===== src/core/lfd_pkg.sv =====
// Package for the LED fault and diagnostic register bank
package lfd_pkg;
  // Register offsets as printed (all multiples of two except 8'h21; word index = offset, byte address = 4*index)
  localparam logic [7:0] LFD_IDX_LED_FAULT_STATUS   = 8'h12;
  localparam logic [7:0] LFD_IDX_STATE_READOUT      = 8'h14;
  localparam logic [7:0] LFD_IDX_DIM_IN_DUTY        = 8'h16;
  localparam logic [7:0] LFD_IDX_DIM_OUT_DUTY       = 8'h18;
  localparam logic [7:0] LFD_IDX_IRQ_STATUS         = 8'h20;
  localparam logic [7:0] LFD_IDX_IRQ_ENABLE         = 8'h21;
  localparam logic [7:0] LFD_IDX_IRQ_CLEAR          = 8'h22;
  localparam int         LFD_ADDR_W                 = 10;
  localparam int         LFD_IDX_LSB                = 2;

  localparam int LFD_REG_W = 16;
  // Field positions inside the LED fault word
  localparam int LFD_BIT_BUS_TMO      = 14;
  localparam int LFD_BIT_BUS_TMO_CLR  = 13;
  localparam int LFD_BIT_BAD_STR      = 12;
  localparam int LFD_BIT_BAD_STR_CLR  = 11;
  localparam int LFD_BIT_SUMMARY      = 10;
  localparam int LFD_BIT_SUMMARY_CLR  = 9;
  localparam int LFD_BIT_GND_SHORT    = 8;
  localparam int LFD_BIT_INT_SHORT    = 7;
  localparam int LFD_BIT_OPEN         = 6;
  localparam int LFD_NUM_CH           = 6;
  localparam int LFD_STATE_W          = 5;
  localparam logic [15:0] LFD_RESET_VAL = 16'h0000;

  // Interrupt event bits
  localparam int LFD_IRQ_W        = 3;
  localparam int LFD_IRQ_BUS_TMO  = 0;
  localparam int LFD_IRQ_BAD_STR  = 1;
  localparam int LFD_IRQ_SUMMARY  = 2;

  // Functional state codes shown in the state readout
  typedef enum logic [4:0] {
    LFD_ST_DISABLED   = 5'h00,
    LFD_ST_REG_START  = 5'h01,
    LFD_ST_MEM_READ   = 5'h02,
    LFD_ST_STANDBY    = 5'h03,
    LFD_ST_CONV_START = 5'h04,
    LFD_ST_NORMAL     = 5'h10,
    LFD_ST_SHUTDOWN   = 5'h11,
    LFD_ST_RECOVERY   = 5'h12,
    LFD_ST_ALL_FAULT  = 5'h13
  } lfd_state_t;

  // Bus slave states, Gray along idle -> answer
  typedef enum logic [1:0] {
    LFD_BUS_IDLE = 2'b00,
    LFD_BUS_ACK  = 2'b01
  } lfd_bus_t;
endpackage : lfd_pkg


===== src/core/lfd_regs.sv =====
// Design decision made here: the Avalon-MM interface to the registers.
`timescale 1ns/1ps
// LED fault status and diagnostic readout registers with Avalon-MM slave
module lfd_regs
  import lfd_pkg::*;
(
  input  wire logic                  sys_clk,            // 25 MHz system clock
  input  wire logic                  rst_n,              // Asynchronous reset, active low
  input  wire logic [LFD_ADDR_W-1:0] avs_address,        // Byte address
  input  wire logic                  avs_read,           // Read request
  input  wire logic                  avs_write,          // Write request
  input  wire logic [31:0]           avs_writedata,      // Write data
  input  wire logic [3:0]            avs_byteenable,     // Byte enables
  output logic      [31:0]           avs_readdata,       // Read data
  output logic                       avs_waitrequest,    // Stall
  output logic      [1:0]            avs_response,       // 00 ok, 10 slave error
  input  wire logic                  bus_timeout_evt,    // Host bus timeout pulse
  input  wire logic                  bad_string_cfg_evt, // Invalid string configuration pulse
  input  wire logic                  ground_short_evt,   // Short to ground detected
  input  wire logic                  internal_short_evt, // Internal short detected
  input  wire logic                  open_circuit_evt,   // Open circuit detected
  input  wire logic [LFD_NUM_CH-1:0] channel_fault_in,   // Live per-channel fault, bit0 = channel one
  input  wire logic [4:0]            live_state_code,    // Functional state machine code
  input  wire logic [15:0]           dim_in_duty,        // Measured dimming input duty
  input  wire logic [15:0]           dim_out_duty,       // Configured dimming output duty
  output logic                       irq                 // Level interrupt
);
  lfd_bus_t                 bus_st;
  logic                     bad_string_cfg_flag;
  logic                     bus_timeout_flag;
  logic                     led_fault_summary;
  logic                     ground_short_flag;
  logic                     internal_short_flag;
  logic                     open_circuit_flag;
  logic [LFD_NUM_CH-1:0]    chan_fault;
  logic [4:0]               state_q;
  logic [15:0]              dim_in_q;
  logic [15:0]              dim_out_q;
  logic [LFD_IRQ_W-1:0]     irq_status;
  logic [LFD_IRQ_W-1:0]     irq_enable;
  logic [LFD_IRQ_W-1:0]     irq_evt;
  logic [LFD_IRQ_W-1:0]     irq_clr;
  logic [7:0]               idx;
  logic                     wr_acc;
  logic                     lo_be;
  logic [15:0]              wdat;
  logic                     clr_tmo;
  logic                     clr_str;
  logic                     clr_sum;
  logic [31:0]              next_readdata;
  logic                     next_err;

  function automatic logic lfd_mapped(input logic [7:0] i);
    return (i == LFD_IDX_LED_FAULT_STATUS) || (i == LFD_IDX_STATE_READOUT) ||
           (i == LFD_IDX_DIM_IN_DUTY) || (i == LFD_IDX_DIM_OUT_DUTY) ||
           (i == LFD_IDX_IRQ_STATUS) || (i == LFD_IDX_IRQ_ENABLE) || (i == LFD_IDX_IRQ_CLEAR);
  endfunction : lfd_mapped

  // Fields take effect only when both status and clear bits are written as one
  function automatic logic lfd_pair(input logic [15:0] d, input int s, input int c);
    return d[s] & d[c];
  endfunction : lfd_pair

  assign idx   = 8'(avs_address[LFD_ADDR_W-1:LFD_IDX_LSB]);
  assign lo_be = avs_byteenable[0] & avs_byteenable[1];
  assign wdat  = avs_writedata[15:0];
  // Write takes effect at the accepting edge only
  assign wr_acc = (bus_st == LFD_BUS_ACK) && avs_write;

  assign clr_tmo = wr_acc && lo_be && idx == LFD_IDX_LED_FAULT_STATUS &&
                   lfd_pair(wdat, LFD_BIT_BUS_TMO, LFD_BIT_BUS_TMO_CLR);
  assign clr_str = wr_acc && lo_be && idx == LFD_IDX_LED_FAULT_STATUS &&
                   lfd_pair(wdat, LFD_BIT_BAD_STR, LFD_BIT_BAD_STR_CLR);
  assign clr_sum = wr_acc && lo_be && idx == LFD_IDX_LED_FAULT_STATUS &&
                   lfd_pair(wdat, LFD_BIT_SUMMARY, LFD_BIT_SUMMARY_CLR);

  // One wait cycle: request seen, answered at the next edge
  always_ff @(posedge sys_clk or negedge rst_n) begin
    if (!rst_n) begin
      bus_st <= LFD_BUS_IDLE;
    end else begin
      case (bus_st)
        LFD_BUS_IDLE: bus_st <= (avs_read || avs_write) ? LFD_BUS_ACK : LFD_BUS_IDLE;
        LFD_BUS_ACK:  bus_st <= LFD_BUS_IDLE;
        default:      bus_st <= LFD_BUS_IDLE;
      endcase
    end
  end

  assign avs_waitrequest = (avs_read || avs_write) && (bus_st != LFD_BUS_ACK);

  lfd_sticky u_tmo (
    .sys_clk (sys_clk),
    .rst_n   (rst_n),
    .set_evt (bus_timeout_evt),
    .clr_req (clr_tmo),
    .flag    (bus_timeout_flag)
  );

  lfd_sticky u_str (
    .sys_clk (sys_clk),
    .rst_n   (rst_n),
    .set_evt (bad_string_cfg_evt),
    .clr_req (clr_str),
    .flag    (bad_string_cfg_flag)
  );

  lfd_sticky u_sum (
    .sys_clk (sys_clk),
    .rst_n   (rst_n),
    .set_evt (ground_short_evt | internal_short_evt | open_circuit_evt),
    .clr_req (clr_sum),
    .flag    (led_fault_summary)
  );

  // Sub-flags have no clear of their own; they go with the summary flag
  lfd_sticky u_gnd (
    .sys_clk (sys_clk),
    .rst_n   (rst_n),
    .set_evt (ground_short_evt),
    .clr_req (clr_sum),
    .flag    (ground_short_flag)
  );

  lfd_sticky u_ish (
    .sys_clk (sys_clk),
    .rst_n   (rst_n),
    .set_evt (internal_short_evt),
    .clr_req (clr_sum),
    .flag    (internal_short_flag)
  );

  lfd_sticky u_opn (
    .sys_clk (sys_clk),
    .rst_n   (rst_n),
    .set_evt (open_circuit_evt),
    .clr_req (clr_sum),
    .flag    (open_circuit_flag)
  );

  // Live readouts registered so read data never glitches mid-answer
  always_ff @(posedge sys_clk or negedge rst_n) begin
    if (!rst_n) begin
      chan_fault <= '0;
      state_q    <= LFD_ST_DISABLED;
      dim_in_q   <= LFD_RESET_VAL;
      dim_out_q  <= LFD_RESET_VAL;
    end else begin
      chan_fault <= channel_fault_in;
      state_q    <= live_state_code;
      dim_in_q   <= dim_in_duty;
      dim_out_q  <= dim_out_duty;
    end
  end

  // Interrupt: sticky events, enable mask, write-one-to-clear register
  assign irq_evt[LFD_IRQ_BUS_TMO] = bus_timeout_evt;
  assign irq_evt[LFD_IRQ_BAD_STR] = bad_string_cfg_evt;
  assign irq_evt[LFD_IRQ_SUMMARY] = ground_short_evt | internal_short_evt | open_circuit_evt;

  always_comb begin
    irq_clr = '0;
    if (wr_acc && avs_byteenable[0] && idx == LFD_IDX_IRQ_CLEAR) begin
      irq_clr = wdat[LFD_IRQ_W-1:0];
    end
    // Paired fault-word clear also drops the pin status
    irq_clr[LFD_IRQ_BUS_TMO] = irq_clr[LFD_IRQ_BUS_TMO] | clr_tmo;
    irq_clr[LFD_IRQ_BAD_STR] = irq_clr[LFD_IRQ_BAD_STR] | clr_str;
    irq_clr[LFD_IRQ_SUMMARY] = irq_clr[LFD_IRQ_SUMMARY] | clr_sum;
  end

  genvar g;
  generate
    for (g = 0; g < LFD_IRQ_W; g++) begin : g_irq
      always_ff @(posedge sys_clk or negedge rst_n) begin
        if (!rst_n) begin
          irq_status[g] <= 1'b0;
        end else if (irq_evt[g]) begin
          irq_status[g] <= 1'b1;
        end else if (irq_clr[g]) begin
          irq_status[g] <= 1'b0;
        end
      end
    end
  endgenerate

  always_ff @(posedge sys_clk or negedge rst_n) begin
    if (!rst_n) begin
      irq_enable <= '0;
    end else if (wr_acc && avs_byteenable[0] && idx == LFD_IDX_IRQ_ENABLE) begin
      irq_enable <= wdat[LFD_IRQ_W-1:0];
    end
  end

  assign irq = |(irq_status & irq_enable);

  always_comb begin
    next_readdata = 32'h0000_0000;
    next_err      = !lfd_mapped(idx);
    case (idx)
      LFD_IDX_LED_FAULT_STATUS: begin
        next_readdata[LFD_BIT_BUS_TMO]   = bus_timeout_flag;
        next_readdata[LFD_BIT_BAD_STR]   = bad_string_cfg_flag;
        next_readdata[LFD_BIT_SUMMARY]   = led_fault_summary;
        next_readdata[LFD_BIT_GND_SHORT] = ground_short_flag;
        next_readdata[LFD_BIT_INT_SHORT] = internal_short_flag;
        next_readdata[LFD_BIT_OPEN]      = open_circuit_flag;
        next_readdata[LFD_NUM_CH-1:0]    = chan_fault;
      end
      LFD_IDX_STATE_READOUT: next_readdata[LFD_STATE_W-1:0] = state_q;
      LFD_IDX_DIM_IN_DUTY:   next_readdata[LFD_REG_W-1:0]   = dim_in_q;
      LFD_IDX_DIM_OUT_DUTY:  next_readdata[LFD_REG_W-1:0]   = dim_out_q;
      LFD_IDX_IRQ_STATUS:    next_readdata[LFD_IRQ_W-1:0]   = irq_status;
      LFD_IDX_IRQ_ENABLE:    next_readdata[LFD_IRQ_W-1:0]   = irq_enable;
      default:               next_readdata = 32'h0000_0000;
    endcase
  end

  // Read data registered in the wait cycle; it stands at the accepting edge
  always_ff @(posedge sys_clk or negedge rst_n) begin
    if (!rst_n) begin
      avs_readdata <= 32'h0000_0000;
      avs_response <= 2'b00;
    end else if (bus_st == LFD_BUS_IDLE && (avs_read || avs_write)) begin
      avs_readdata <= avs_read ? next_readdata : 32'h0000_0000;
      avs_response <= next_err ? 2'b10 : 2'b00;
    end
  end
endmodule : lfd_regs


===== src/core/lfd_sticky.sv =====
`timescale 1ns/1ps
// Sticky fault flag cleared by a status-plus-clear write; set wins over clear
module lfd_sticky
  import lfd_pkg::*;
(
  input  wire logic sys_clk,   // System clock
  input  wire logic rst_n,     // Asynchronous reset, active low
  input  wire logic set_evt,   // Raw fault event, same clock
  input  wire logic clr_req,   // Paired status and clear written as ones
  output logic      flag       // Latched fault
);
  always_ff @(posedge sys_clk or negedge rst_n) begin
    if (!rst_n) begin
      flag <= 1'b0;
    end else if (set_evt) begin
      flag <= 1'b1;
    end else if (clr_req) begin
      flag <= 1'b0;
    end
  end
endmodule : lfd_sticky

===== config.mk =====
export PLATFORM = sky130hd
export DESIGN_NAME = lfd_regs
export DESIGN_NICKNAME = d
export VERILOG_FILES = /design/src/core/lfd_pkg.sv /design/src/core/lfd_regs.sv /design/src/core/lfd_sticky.sv
export SDC_FILE = /design/constraint.sdc
export NUM_CORES = 1
export LEC_CHECK = 0
export ABC_AREA = 1
export BUFFER_PORTS_ARGS = -buffer_cell sky130_fd_sc_hd__buf_2
export CORE_MARGIN = 2
export CORE_UTILIZATION = 47
export DETAILED_ROUTE_END_ITERATION = 10
export PLACE_DENSITY = 0.86
export SLEW_MARGIN = 20
export SYNTH_ARGS = -nofsm -noshare
export SYNTH_HDL_FRONTEND = slang
export SYNTH_HIERARCHICAL = 1
export SYNTH_SLANG_ARGS = --single-unit

===== constraint.sdc =====
create_clock -name sys_clk -period 1.35 [get_ports sys_clk]
set_input_delay 0.405 -clock sys_clk [delete_from_list [all_inputs] [get_ports sys_clk]]
set_output_delay 0.405 -clock sys_clk [all_outputs]
set_load 0.01 [all_outputs]

== Word level (Yosys, flattened, before mapping) ==
Cells that the tools add are included.

* Bits in registers: 91
* Output and inout bits: 36
* Logic and storage cells: 95

* Eq/ne operators: 9
* Mux-type cells: 30
* Bitwise logic cells: 10
* Reduce and logical (&&, ||, !) cells: 29

{| class="wikitable"
|+ Operator list
! cell !! count
|-
| $eq 8x5->1 const B || 4
|-
| $eq 8x6->1 const B || 3
|-
| $pmux 3 s6 || 1
|-
| $reduce_bool 2->1 || 9
|-
| $mux 1 || 17
|-
| $mux 16 || 1
|-
| $pmux 4 s3 || 1
|-
| $logic_and 1x1->1 || 11
|-
| $pmux 1 s3 || 3
|-
| $pmux 1 s2 || 4
|-
| $pmux 2 s4 || 1
|-
| $logic_or 1x1->1 || 7
|-
| $or 1x1->1 || 5
|-
| $and 1x1->1 || 4
|-
| $and 3x3->3 || 1
|-
| $mux 3 || 1
|-
| $reduce_or 3->1 || 1
|-
| $eq 2x1->1 const B || 1
|-
| $logic_not 2->1 || 1
|-
| $mux 2 || 1
|-
| $ne 2x1->1 const B || 1
|}

== Logic depth before layout (Yosys ltp) ==
* Depth in word-level cells: 8
* Gate-level depth with buffers: 11

== By module ==
The synthesis kept the hierarchy.

{| class="wikitable"
|+ By module, submodules not included
! module !! times used !! cells each !! area an instance (µm²) !! sequential area each (µm²)
|-
| lfd_regs || 1 || 303 || 2,891.5 || 1,676.6
|-
| lfd_sticky || 6 || 5 || 40.0 || 25.0
|}

== Worst setup path after synthesis ==
No wires, ideal clock.

* Path type: input to register
* From: in avs_address[9]
* To: reg u_gnd.flag
* Setup time: 0.116 ns
* Arrival time: 1.241 ns
* Required time: 1.234 ns
* Setup slack: -0.008 ns
* Stages on the path: 11
* Buffers on the path: 1
* Path through: inv_1 -> nand2_2 -> nor2_4 -> buf_6 -> nand2_2 -> nor2_4 -> nand3_1 -> inv_1 -> inv_1 -> nand2_1 -> nand2_1

* Cells in the longest elaborated chain, start to end: 4

{| class="wikitable"
|+ RTL lines
! item !! RTL line !! source
|-
| start: declaration || lfd_regs.sv:9 || <nowiki>input wire logic [LFD_ADDR_W-1:0] avs_address,</nowiki>
|-
| $eq 8x5->1 || lfd_regs.sv:74 || <nowiki>assign clr_sum = wr_acc && lo_be && idx == LFD_IDX_LED_FAULT_STATUS &&</nowiki>
|-
| $logic_and 1x1->1 (2 in series) || lfd_regs.sv:74 ||
|-
| net clr_sum || lfd_regs.sv:49 || <nowiki>logic clr_sum;</nowiki>
|-
| $reduce_bool 2->1 (no line) || - ||
|-
| end signal: assignment || lfd_sticky.sv:14 || <nowiki>flag <= 1'b0;</nowiki>
|-
| end signal: assignment || lfd_sticky.sv:16 || <nowiki>flag <= 1'b1;</nowiki>
|-
| end signal: assignment || lfd_sticky.sv:18 || <nowiki>flag <= 1'b0;</nowiki>
|-
| end: declaration || lfd_sticky.sv:10 || <nowiki>output logic flag</nowiki>
|}

The timed path passes the listed nets, and every way through them passes these cells.
A chain may end at the register's enable or synchronous reset.

== Worst setup path in the final report ==
* From: reg irq_status[2]
* To: out irq

* Cells in the longest elaborated chain, start to end: 2

{| class="wikitable"
|+ RTL lines
! item !! RTL line !! source
|-
| start: declaration || lfd_regs.sv:39 || <nowiki>logic [LFD_IRQ_W-1:0] irq_status;</nowiki>
|-
| start signal: indexed assignment || lfd_regs.sv:177 || <nowiki>irq_status[g] <= 1'b0;</nowiki>
|-
| start signal: indexed assignment || lfd_regs.sv:179 || <nowiki>irq_status[g] <= 1'b1;</nowiki>
|-
| start signal: indexed assignment || lfd_regs.sv:181 || <nowiki>irq_status[g] <= 1'b0;</nowiki>
|-
| $and 3x3->3 || lfd_regs.sv:195 || <nowiki>assign irq = |(irq_status & irq_enable);</nowiki>
|-
| $reduce_or 3->1 || lfd_regs.sv:195 ||
|-
| end: declaration || lfd_regs.sv:26 || <nowiki>output logic irq</nowiki>
|}

Every way passes these cells.

==> impl_metrics.json <==
{
  "start_kind": "flip-flop",
  "cp_max_fo": 2,
  "post-route-min-period_ns": 1.44,
  "grt_pass1_vias": 2478,
  "ioPinCount": 134,
  "synthCells": 333,
  "grt_use_total_pct": 20.6,
  "die_y_um": 85.6,
  "grtUsageMet1_pct": 26.9,
  "worst_path_largest_cell_delay_ns": 0.40,
  "route.detailed.drc": 0,
  "fp-row-count": 29,
  "dp_hpwl_um": 5310,
  "grt_overflow_total": 0,
  "start_util_pct": 49.0,
  "drtAntennaViolNets": 0,
  "path_class": "reg2out",
  "seq_area_frac_synth_pct": 58.3,
  "syn_area_per_cell_sq_um": 9.40,
  "setup_viol": 2,
  "leakagePower_uw": 0.00223,
  "critPathCaptureType": "output pin",
  "grt_setup_unrepaired": "true",
  "routed_wl_um": 7120,
  "critPathSlowestCell": "dfrtp_1",
  "area_growth_pct": 28.7,
  "violations": "negative setup slack",
  "holdCritPathClass": "in2reg",
  "port_buffers": 89,
  "fmax_mhz": 694,
  "crit_chain": "nand2_1 > nand3_1 > buf_2",
  "fp.dieW_um": 85.6,
  "wl_per_cell_um": 13.3,
  "multi_input_area_sq_mm": 0.00104,
  "clkSinkCount": 73,
  "yosysWarningCount": 6,
  "drv_slew": 0,
  "ys_types": 22,
  "hold_violations": 0,
  "use_met3_pct": 3.08,
  "yosysTopAreaCell": "dfrtp_1",
  "vias": 2588,
  "core_region_area_sq_mm": 0.00639,
  "viasPerCell": 4.83,
  "synth-seq-cells": 73,
  "finalPower_uw": 4180,
  "antenna_found_initial": 0,
  "drv_cap": 0,
  "cts_tree": "built",
  "clkLatencyLatePin_ns": 0.35,
  "share_comb_of_total_power_pct": 9.7,
  "die_area_sq_mm": 0.00733,
  "status": "finished with violations",
  "final_nets": 552,
  "vdd_drop_max_uv": 546,
  "met2_usage_pct": 34.1,
  "numCtsBuffers": 9,
  "synth.top_cell.area_share_pct": 58.3,
  "syn_area_sq_mm": 0.00313,
  "first_iter_violations": 100,
  "power_density_mw_per_mm2": 1040,
  "seqCellArea_sq_mm": 0.00183,
  "pwr-share-seq_pct": 54.7,
  "nFillCells": 543,
  "grt_max_degree": 30,
  "internal-power_uw": 3100,
  "cts_max_level": 3,
  "p_switching_uw": 1090,
  "busiest_layer": "met2",
  "layout-drive-gt1-share_pct": 37.0,
  "synth_area_leaders": "dfrtp_1 58%, nand3_1 11%, nand2_1 9.3%",
  "swShare_pct": 25.9,
  "cts-root-buf": "clkbuf_8",
  "arrival_ns": 1.04,
  "drt-pass1-iter-count": 5,
  "period_share_pct": 107,
  "gp_congestion": 0.830,
  "p_clk_share_pct": 35.6,
  "clockBufferDepth": 2,
  "grt_pass1_wl_um": 11500,
  "dpl_worst_slack_ns": -0.175,
  "finClkSkew_ns": 0.0135,
  "clkTransAtPathRegs_ns": 0.08,
  "required_ns": 0.95,
  "fin_ws_ns": -0.0907,
  "diodes": 0
}
## cell usage in the layout, fill, tap and decap left out, drive strengths merged
cell type and instances:
buf 121, nand2 84, dfrtp 73, nand3 72, inv 38, nor2 23
conb 17, clkbuf 10, a22o 4, clkinvlp 3, mux2 3, clkinv 3
nor3 2, nand4 2, a21oi 2, o21ai 1, dlygate4sd3 1
## sequential cells by signal, indices dropped and copies added, names as in the netlist
register,cells
avs_readdata,16
avs_response,1
bus_st,1
chan_fault,6
dim_in_q,16
dim_out_q,16
irq_enable,3
irq_status,3
state_q,5
u_gnd/flag,1
u_ish/flag,1
u_opn/flag,1
u_str/flag,1
u_sum/flag,1
u_tmo/flag,1
## metal layers
layer | wire length, um | vias to the layer above
met3 | 434 | 16
met4 | 178 | 0
met2 | 3520 | 105
met5 | 0 | -
met1 | 2980 | 1206
li1 | - | 1261
## synth_stat cells
library cell  count
buf_4            19
inv_2             7
nand3_2           1
inv_1            31
conb_1            1
nand4_1           2
o21ai_1           1
nor2_2            4
nor2_1           13
nand2_2           6
buf_2             4
nor3_1            2
nor2_4            6
a22o_1            4
mux2_1            3
buf_6             4
a21oi_1           1
nand2_1          78
clkbuf_1          1
a21oi_2           1
dfrtp_1          73
nand3_1          71
## per-stage QoR
step / TNS, ns / util, % / std cells / hold slack (ns) / instance area, sq um
final: -0.144 / 63.1 / 536 / 0.155 / 4030
after detailed placement: -3.50 / 58.6 / 510 / 0.370 / 3740
after floorplan: 0 / - / 349 / 0.109 / 3190
after global routing: -0.305 / 63.1 / 536 / 0.147 / 4030
after CTS: -0.142 / 62.1 / 532 / 0.149 / 3970
after global placement: -2.34 / 58.6 / 510 / 0.355 / 3740
## timing repair
| action | 4_1_cts | 5_1_grt |
|---|---|---|
| hold endpoints to repair | 8 | 0 |
| pin swaps | 2 | 5 |
| gates resized for setup | 0 | 10 |
| setup buffers | 5 | 4 |
| setup endpoints to repair | 2 | 12 |
| hold buffers | 1 | 0 |
## power by group through the flow
stage	sequential (uW)	combinational (uW)	clock [uW]
after global routing	2300	453	1590
after CTS	2290	387	1510
final	2290	405	1490
after floorplan	2330	187	0
after global placement	2330	365	0
after detailed placement	2330	378	0
## final timing paths
check | startpoint | to | slack, ns | cells past startpoint
worst max-delay path | irq_status[2] | irq | -0.09 | 3
worst min-delay path | dim_out_duty[15] | dim_out_q[15] | 0.15 | 1
worst max register to register | bus_st[0] | irq_enable[1] | 0.01 | 6
worst min register to register | avs_readdata[14] | avs_readdata[14] | 0.48 | 2
max in group asynchronous | rst_n | irq_enable[2] | 0.29 | 3
min in group asynchronous | rst_n | state_q[0] | 0.56 | 2
## cell type report
class | instances | area share [%]
Timing Repair Buffer | 122 | 18.6
Multi-Input combinational cell | 210 | 25.9
Inverter | 38 | 3.54
Tap cell | 77 | 2.39
Clock buffer | 10 | 3.17
Clock inverter | 6 | 1.12
Sequential cell | 73 | 45.3
## cells by family after synthesis
logic type / Yosys count / synth area share, %
and+or+nand+nor: 183 / 27.4
AOI/OAI and AO/OA: 7 / 1.72
DFF: 73 / 58.3
other: 1 / 0.120
muxes: 3 / 1.08
buffers and inverters: 66 / 11.3
## critical path: cells and delay by family (launching register included)
kind | cells | cell delay [ns]
flip-flops | 1 | 0.40
AND/OR/NAND/NOR | 2 | 0.15
buffers and inverters | 1 | 0.14
No activity file was read; power rests on OpenSTA's default activity.
